`config.mk`:
```
export PLATFORM = sky130hd
export DESIGN_NAME = bos_decoder
export DESIGN_NICKNAME = d
export VERILOG_FILES = /design/src/hw/bos_pkg.sv /design/src/hw/bos_decoder.sv /design/src/hw/bos_file_ram.sv
export SDC_FILE = /design/constraint.sdc
export NUM_CORES = 1
export LEC_CHECK = 0
export BUFFER_PORTS_ARGS = -buffer_cell sky130_fd_sc_hd__buf_2
export CAP_MARGIN = 20
export CORE_MARGIN = 5
export CORE_UTILIZATION = 45
export DETAILED_ROUTE_END_ITERATION = 10
export PLACE_DENSITY_LB_ADDON = 0.08
export REMOVE_ABC_BUFFERS = 1
export SLEW_MARGIN = 20
export SYNTH_ARGS = -nofsm -noshare
export SYNTH_HDL_FRONTEND = slang
export SYNTH_HIERARCHICAL = 1
export SYNTH_SLANG_ARGS = --single-unit
export TNS_END_PERCENT = 5
```
`constraint.sdc`:
```
create_clock -name clk -period 4.2 [get_ports clk]
set_input_delay 0.42 -clock clk [delete_from_list [all_inputs] [get_ports clk]]
set_output_delay 0.42 -clock clk [all_outputs]
set_load 0.005 [all_outputs]
```
`src/hw/bos_pkg.sv`:
```
// What this block does
// - each bit instruction carries a five-bit file address (0 to 31) and a three-bit bit position (0 to 7).
// - opcode nibble 0100 writes zero into the chosen bit of the addressed register and keeps the other bits.
// - opcode nibble 0101 writes one into the chosen bit of the addressed register and keeps the other bits.
// - opcode nibble 0110 tests the chosen bit and skips the next instruction only when that bit is zero.
// - a taken skip throws away the instruction fetched meanwhile and runs a no-operation in its place.
// - the test instruction takes two cycles when it skips and one cycle when it does not.
package bos_pkg;

  // instruction word layout
  localparam int INSTR_W = 12;
  localparam int ADDR_W = 5;
  localparam int BIT_W = 3;
  localparam int DATA_W = 8;
  localparam int FILE_DEPTH = 32;
  localparam int OPC_LSB = 8;
  localparam int BIT_LSB = 5;
  localparam int ADDR_LSB = 0;

  // upper opcode nibbles of the three bit instructions
  localparam logic [3:0] NIB_CLEAR = 4'h4;
  localparam logic [3:0] NIB_SET = 4'h5;
  localparam logic [3:0] NIB_TEST = 4'h6;

  // single-bit mask seed and value after reset
  localparam logic [DATA_W-1:0] BIT_ONE = 8'h01;
  localparam logic [DATA_W-1:0] RST_DATA = 8'h00;

  // executed operation class
  typedef enum logic [1:0] {
    BOS_OP_NONE = 2'b00,
    BOS_OP_CLEAR = 2'b01,
    BOS_OP_SET = 2'b10,
    BOS_OP_TEST = 2'b11
  } bos_op_t;

endpackage : bos_pkg

```
`src/hw/bos_decoder.sv`:
```
`timescale 1ns/100ps
module bos_decoder (
  // clock and reset
  input wire logic clk,
  input wire logic sys_rst,
  // instruction from fetch, one per instruction cycle
  input wire logic instr_valid,
  input wire logic [bos_pkg::INSTR_W-1:0] instr,
  // file register writes from the rest of the core
  input wire logic load_en,
  input wire logic [bos_pkg::ADDR_W-1:0] load_addr,
  input wire logic [bos_pkg::DATA_W-1:0] load_data,
  // file register write made by a bit instruction
  output logic wr_en,
  output logic [bos_pkg::ADDR_W-1:0] wr_addr,
  output logic [bos_pkg::DATA_W-1:0] wr_data,
  // retirement report
  output logic retire,
  output bos_pkg::bos_op_t retire_op,
  output logic [bos_pkg::BIT_W-1:0] retire_bit,
  output logic skip_taken,
  output logic squashed
);

  // whole pipe state; one register and one next-value copy
  typedef struct packed {
    logic e_valid;
    bos_pkg::bos_op_t e_op;
    logic [bos_pkg::ADDR_W-1:0] e_addr;
    logic [bos_pkg::BIT_W-1:0] e_bit;
    logic e_squash;
    logic wr_en;
    logic [bos_pkg::ADDR_W-1:0] wr_addr;
    logic [bos_pkg::DATA_W-1:0] wr_data;
    logic retire;
    bos_pkg::bos_op_t retire_op;
    logic [bos_pkg::BIT_W-1:0] retire_bit;
    logic skip_taken;
    logic squashed;
    logic [bos_pkg::DATA_W-1:0] retire_old;
  } bos_state_t;

  bos_state_t st;
  bos_state_t next_st;
  // helpers derived from the state and the word in decode
  logic [bos_pkg::DATA_W-1:0] ram_rdata;
  logic [bos_pkg::DATA_W-1:0] e_mask;
  logic [bos_pkg::DATA_W-1:0] r_mask;
  logic [3:0] d_nib;
  bos_pkg::bos_op_t d_op;
  logic skip_now;
  logic mem_we;
  logic [bos_pkg::ADDR_W-1:0] mem_waddr;
  logic [bos_pkg::DATA_W-1:0] mem_wdata;

  // opcode field of the word in decode; bit masks of the execute and retire slots
  assign d_nib = instr[bos_pkg::OPC_LSB +: 4];
  assign e_mask = bos_pkg::BIT_ONE << st.e_bit;
  assign r_mask = bos_pkg::BIT_ONE << st.retire_bit;

  // opcode classing; other opcodes belong to neighbouring decoders
  always_comb begin
    if (d_nib == bos_pkg::NIB_CLEAR) begin
      d_op = bos_pkg::BOS_OP_CLEAR;
    end else if (d_nib == bos_pkg::NIB_SET) begin
      d_op = bos_pkg::BOS_OP_SET;
    end else if (d_nib == bos_pkg::NIB_TEST) begin
      d_op = bos_pkg::BOS_OP_TEST;
    end else begin
      d_op = bos_pkg::BOS_OP_NONE;
    end
  end

  // test result decided in execute while the next word sits in decode
  // the nop slot is forced even when the fetch side offered an idle cycle there
  assign skip_now = st.e_valid && (st.e_op == bos_pkg::BOS_OP_TEST) && !ram_rdata[st.e_bit];

  // next-state logic for the two-stage decode/execute pipe
  always_comb begin
    next_st = st;
    // decode: latch fields, or turn the fetched word into a nop on a skip
    next_st.e_valid = instr_valid && (d_op != bos_pkg::BOS_OP_NONE) && !skip_now;
    next_st.e_squash = skip_now;
    next_st.e_op = d_op;
    next_st.e_addr = instr[bos_pkg::ADDR_LSB +: bos_pkg::ADDR_W];
    next_st.e_bit = instr[bos_pkg::BIT_LSB +: bos_pkg::BIT_W];
    // execute: read-modify-write touches only the chosen bit
    next_st.wr_en = st.e_valid && ((st.e_op == bos_pkg::BOS_OP_CLEAR) || (st.e_op == bos_pkg::BOS_OP_SET));
    next_st.wr_addr = st.e_addr;
    if (st.e_op == bos_pkg::BOS_OP_SET) begin
      next_st.wr_data = ram_rdata | e_mask;
    end else begin
      next_st.wr_data = ram_rdata & ~e_mask;
    end
    // report; no status flag is ever driven from here
    next_st.retire = st.e_valid;
    next_st.retire_op = st.e_op;
    next_st.retire_bit = st.e_bit;
    next_st.skip_taken = skip_now;
    next_st.squashed = st.e_squash;
    next_st.retire_old = ram_rdata;
  end

  // bit instruction wins over a core load in the same cycle; the load is dropped
  // known limit: the core must not aim a load at a cycle that carries a bit write
  always_comb begin
    mem_we = next_st.wr_en || load_en;
    if (next_st.wr_en) begin
      mem_waddr = next_st.wr_addr;
      mem_wdata = next_st.wr_data;
    end else begin
      mem_waddr = load_addr;
      mem_wdata = load_data;
    end
  end

  // state register
  // file contents stay out of reset; they are preloaded through the load port
  always_ff @(posedge clk) begin
    if (sys_rst) begin
      st <= '0;
    end else begin
      st <= next_st;
    end
  end

  // file registers, read address straight from the word in decode
  bos_file_ram #(
    .DEPTH(bos_pkg::FILE_DEPTH),
    .WIDTH(bos_pkg::DATA_W),
    .AW(bos_pkg::ADDR_W)
  ) u_file (
    .clk(clk),
    .wr_en(mem_we),
    .wr_addr(mem_waddr),
    .wr_data(mem_wdata),
    .rd_addr(instr[bos_pkg::ADDR_LSB +: bos_pkg::ADDR_W]),
    .rd_data(ram_rdata)
  );

  // outputs come straight from the state register
  assign wr_en = st.wr_en;
  assign wr_addr = st.wr_addr;
  assign wr_data = st.wr_data;
  assign retire = st.retire;
  assign retire_op = st.retire_op;
  assign retire_bit = st.retire_bit;
  assign skip_taken = st.skip_taken;
  assign squashed = st.squashed;
endmodule : bos_decoder

```
`src/hw/bos_file_ram.sv`:
```
`timescale 1ns/100ps
module bos_file_ram #(
  parameter int DEPTH = 32,
  parameter int WIDTH = 8,
  parameter int AW = 5
) (
  // clock
  input wire logic clk,
  // write side
  input wire logic wr_en,
  input wire logic [AW-1:0] wr_addr,
  input wire logic [WIDTH-1:0] wr_data,
  // read side, data one cycle later
  input wire logic [AW-1:0] rd_addr,
  output logic [WIDTH-1:0] rd_data
);

  logic [WIDTH-1:0] mem [DEPTH];

  // write-first bypass so a back-to-back read of the same register sees the new value
  always_ff @(posedge clk) begin
    if (wr_en) begin
      mem[wr_addr] <= wr_data;
    end
    if (wr_en && (wr_addr == rd_addr)) begin
      rd_data <= wr_data;
    end else begin
      rd_data <= mem[rd_addr];
    end
  end

endmodule : bos_file_ram

```
# Word level (Yosys, flattened, before mapping)
# Memories as Yosys holds them, arrays and structs flattened. A register that Yosys moved wholly into a read port is not among the register bits.
# Index checks and enable logic that the tools add are counted.
totals:
  output_inout_bits: 22
  wordCells: 44
  regBits: 33
  mem_bits_rw: 256
  memories: 1
op_classes:
  eq_ne: 6
  bitwise: 3
  mux: 10
  shifts: 1
  n_lt_le_gt_ge: 1
  n_reduce_logical: 10
memory_table:
  columns: ["name", "depth", "width", "rd", "rd_clocked_by_memory_dff", "wr", "line_no", "rtl"]
  rows:
  - ["u_file.mem", 32, 8, 1, 1, 1, "bos_file_ram.sv:18", "logic [WIDTH-1:0] mem [DEPTH];"]
ops:
  columns: ["cell", "count"]
  rows:
  - ["$mux 8", 2]
  - ["$eq 4x3->1 const B", 3]
  - ["$and 8x8->8", 1]
  - ["$not 8->8", 1]
  - ["$or 8x8->8", 1]
  - ["$shl 1x3->8 const A", 1]
  - ["$mux 2", 3]
  - ["$logic_and 1x1->1", 5]
  - ["$mux 5", 1]
  - ["$eq 2x2->1 const B", 2]
  - ["$lt 3x4->1 const B", 1]
  - ["$bmux 1 s3", 1]
  - ["$mux 1", 3]
  - ["$eq 2x1->1 const B", 1]
  - ["$logic_not 1->1", 2]
  - ["$logic_or 1x1->1", 2]
  - ["$reduce_bool 2->1", 1]

# Longest topological paths before layout
logic_depth:
  ltp_word: 7
  ltp_mapped: 9

# Hierarchy
# Netlist, hierarchy kept.
modules_own_cells:
  columns: ["mod", "instances", "cells_per_inst", "area_per_inst_um2", "seq_area_each_um2"]
  rows:
  - ["bos_file_ram", 1, 414, 9993.3, 7787.5]
  - ["bos_decoder", 1, 131, 1272.5, 660.6]

# Worst setup path after synthesis
# OpenSTA, ideal clock, no wires.
synth_path:
  path_kind: "flip-flop to flip-flop"
  from: "register with a tool-made name"
  to: "memory u_file.mem[0][5] (data pin)"
  setup_slack_ns: 0.823
  synth_period_minus_slack_ns: 3.377
  stages_incl_launch_ff: 8
  path_buffers: 2
  t_arrival_ns: 2.923
  path_cell_list: "dfxtp_1 clkbuf_1 buf_1 mux4_2 mux4_2 mux2_2 mux2i_1 o21ai_0"
synth_rtl:
  columns: ["item", "line_no"]
  rows:
  - ["end: declaration", "bos_file_ram.sv:18"]

# Worst setup path after layout
layout_path:
  from: "register st, in the netlist next_st[13]"
  to: "memory u_file.mem[28][1] (enable)"
layout_via:
  elab_cells_between_ends: 8
  cone_classes: "eq/ne (2); mux (3); reduce/logical (3)"
layout_rtl:
  columns: ["item", "line_no", "rtl"]
  rows:
  - ["start: declaration", "bos_decoder.sv:43", "bos_state_t st;"]
  - ["start signal: assignment", "bos_decoder.sv:123", "st <= next_st;"]
  - ["$eq 2x1->1 / $eq 2x2->1 (equally long branches)", "bos_decoder.sv:88", "next_st.wr_en = st.e_valid && ((st.e_op == bos_pkg::BOS_OP_CLEAR) || (st.e_op == bos_pkg::BOS_OP_SET));"]
  - ["$logic_or 1x1->1 (*)", "bos_decoder.sv:88", null]
  - ["$logic_and 1x1->1 (*)", "bos_decoder.sv:88", null]
  - ["$mux 5 (*)", "bos_decoder.sv:108", "if (next_st.wr_en) begin"]
  - ["via mem_waddr (one bit)", "bos_decoder.sv:53", "logic [bos_pkg::ADDR_W-1:0] mem_waddr;"]
# Mark *: on every way through the listed nets, which the timed path passes. The rest lies on a longest branch.

==> metrics.yaml <==
diodes: 0
finalSetupViolCount: 0
ff2ff_path_depth: 6
grt_pass1_wl_mm: 38.4
grt_max_degree: 65
fin_ws_ns: 0.809
syn_avg_cell_area_um2: 20.7
clkTransAtPathRegs_ns: 0.06
clock_skew_ns: 0.0226
syn-cell-area_mm2: 0.0113
fp.dieH_um: 168
startpoint_type: "flip-flop"
fp-row-count: 58
h-tree-depth: 1
relSlewSlack: 0.260
grt_pass1_vias: 5759
hpwl_mm: 16.7
drv_cap: 0
synth-main-ff-cell: "edfxtp_1"
clockRootBuffer: "clkbuf_16"
r2r_slack_ns: 0.81
multi_input_area_mm2: 0.00274
remaining_drc_errors: 0
start_util: 0.453
portBuffers: 50
rr_startpoint: "next_st[13]$_SDFF_PP0_"
cts_tree: "yes"
die_area_mm2: 0.0283
tightest_slew_ns: 1.11
p_leak_uw: 0.00451
tns_ns: 0
fmax_mhz: 295
seq_area_mm2: 0.00845
peakVddDrop_mv: 0.348
yosysMostFrequentCell: "edfxtp_1"
max-clock-path-buffers: 3
gp_congestion: 0.785
whs_path_depth: 2
hold_viol_final: 0
p_per_area_mw_per_mm2: 496
fin_util: 0.537
min_period_ns: 3.39
die_w_um: 168
worstHoldStart: "instr[8]"
synth_top_area_frac: 0.682
holdPathEnd: "next_st[13]$_SDFF_PP0_"
cts_made_buffers: 30
cp-startpoint: "next_st[13]$_SDFF_PP0_"
vias_per_cell: 5.56
synth_enable_flop_cells: 256
antenna_found_initial: 0
antenna_left: 0
dp_slack_ns: 0.834
path_max_fanout: 10
synthToLayoutAreaGrowth_pct: 18.7
core-area_mm2: 0.0249
synth_cell_type_count: 28
grt_setup_unrepaired: "false"
gr-total-overflow: 0
synthCells: 545
reg2reg_to: "u_file/mem[28][1]$_DFFE_PP_"
routed_wl_mm: 25.9
first_pass_iters: 4
async_reset_ff_frac: 0
drive_above_1_share: 0.370
cp.arrival_ns: 3.55
track_usage: 0.184
wl_per_cell_um: 25.9
ys_ff_latch: 294
clk_latency_ns: 0.56
drt_iter0_drc: 536
synth_common_cells: "256 x edfxtp_1, 80 x mux4_2, 47 x nor2_1"
synth-warning-count: 6
required_ns: 4.36
nets: 674
period_share: 0.807
yosysTopAreaCell: "edfxtp_1"
status: "finished clean"
clock_sinks: 294
worstSetupPathType: "reg2reg"
yosysSeqAreaShare: 0.750
ys_top_cells_by_area: "edfxtp_1 68%, mux4_2 16%, dfxtp_1 6.8%"
post_cts_buffers: 0
vias: 5541
min_path_type: "in2reg"
endpoint_kind: "flip-flop"
drv_slew: 0
fillers: 1900
whs_ns: 0.0684
io_pins: 51
routing by layer:
metal / routed length [µm] / vias up / global-route usage
met5: 0 / - / 0
met4: 572 / 0 / 0.0459
met3: 2050 / 41 / 0.0352
met2: 11600 / 206 / 0.273
met1: 11600 / 2895 / 0.284
li1: - / 2399 / -
worst max-delay path by stage:
stage	end	slack, ns
after floorplan	u_file/mem[0][1]$_DFFE_PP_	-1.23
after global placement	u_file/mem[28][4]$_DFFE_PP_	0.83
after detailed placement	u_file/mem[28][7]$_DFFE_PP_	0.83
after CTS	u_file/mem[28][7]$_DFFE_PP_	0.81
after global routing	u_file/mem[28][1]$_DFFE_PP_	0.70
final	u_file/mem[28][1]$_DFFE_PP_	0.81
kinds of logic after synthesis:
logic type | share of synthesized area
DFF | 0.750
muxes | 0.184
buffers and inverters | 0.0125
AOI/OAI and AO/OA | 0.00622
xor gates and xnor gates | 0.000778
adders and majority gates | 0.00222
and+or+nand+nor | 0.0446
worst max-delay path, cell delays in order (launching register included):
cell and delay (ns):
dfxtp_1 0.34, inv_1 0.06, ha_1 0.29, nand2b_1 0.38, mux2_2 0.42, or3b_2 0.63
nor2_1 0.87
stage by stage:
step,total power [µW],instances,area [µm²]
final,6630,997,13400
after floorplan,3500,518,11100
after CTS,6680,997,13300
after global placement,3630,936,12100
after global routing,6850,997,13400
after detailed placement,3640,936,12100
area by class of cell:
type	instances	area share
flip-flops and latches	294	0.632
multi-input cells	223	0.205
clock buffers	34	0.0588
repair buffers	93	0.0456
inverters	1	0.000281
well taps	330	0.0309
clock inverters	22	0.0274
registers in the layout, indices dropped and copies added (netlist names), 2 cells and up, named ones only:
signal and count:
wr_addr 5, u_file/mem 256, wr_data 8, retire_op 2
next_st 11, retire_bit 3
what timing repair did:
item / in CTS / in global routing
resized for setup: 0 / 0
hold endpoints to repair: 5 / 0
hold buffers: 5 / 0
where the power goes:
group          internal (µW)  leakage [µW]  switching, µW
registers               3210       0.00262           24.7
logic                    153       0.00133            191
clock network           1960      0.000562           1090
cells in the final DEF (no fill, tap or decap), types with 2 or more instances in the layout:
cell type      netlist  final
dlygate4sd3_1        0      5
or3b_2               3      3
mux2_2              14     14
nand2b_1             4      4
nor2_1              47     47
buf_2                2     50
mux2i_1             11     11
o21ai_2              0      3
nand3b_1             5      5
clkinv_2             0      7
buf_12               0      2
nor2b_1             22     22
nand2_1             17     17
clkbuf_1            11      3
o21ai_4              0      5
dfxtp_1             38     36
bufinv_16            0     10
nand3_1              3      3
clkbuf_16            0     31
mux4_2              80     80
edfxtp_1           256    256
clkinvlp_4           0      2
ha_1                 2      2
clkinv_1             0      2
buf_4                7     36
No activity file was read; power rests on OpenSTA's default activity.
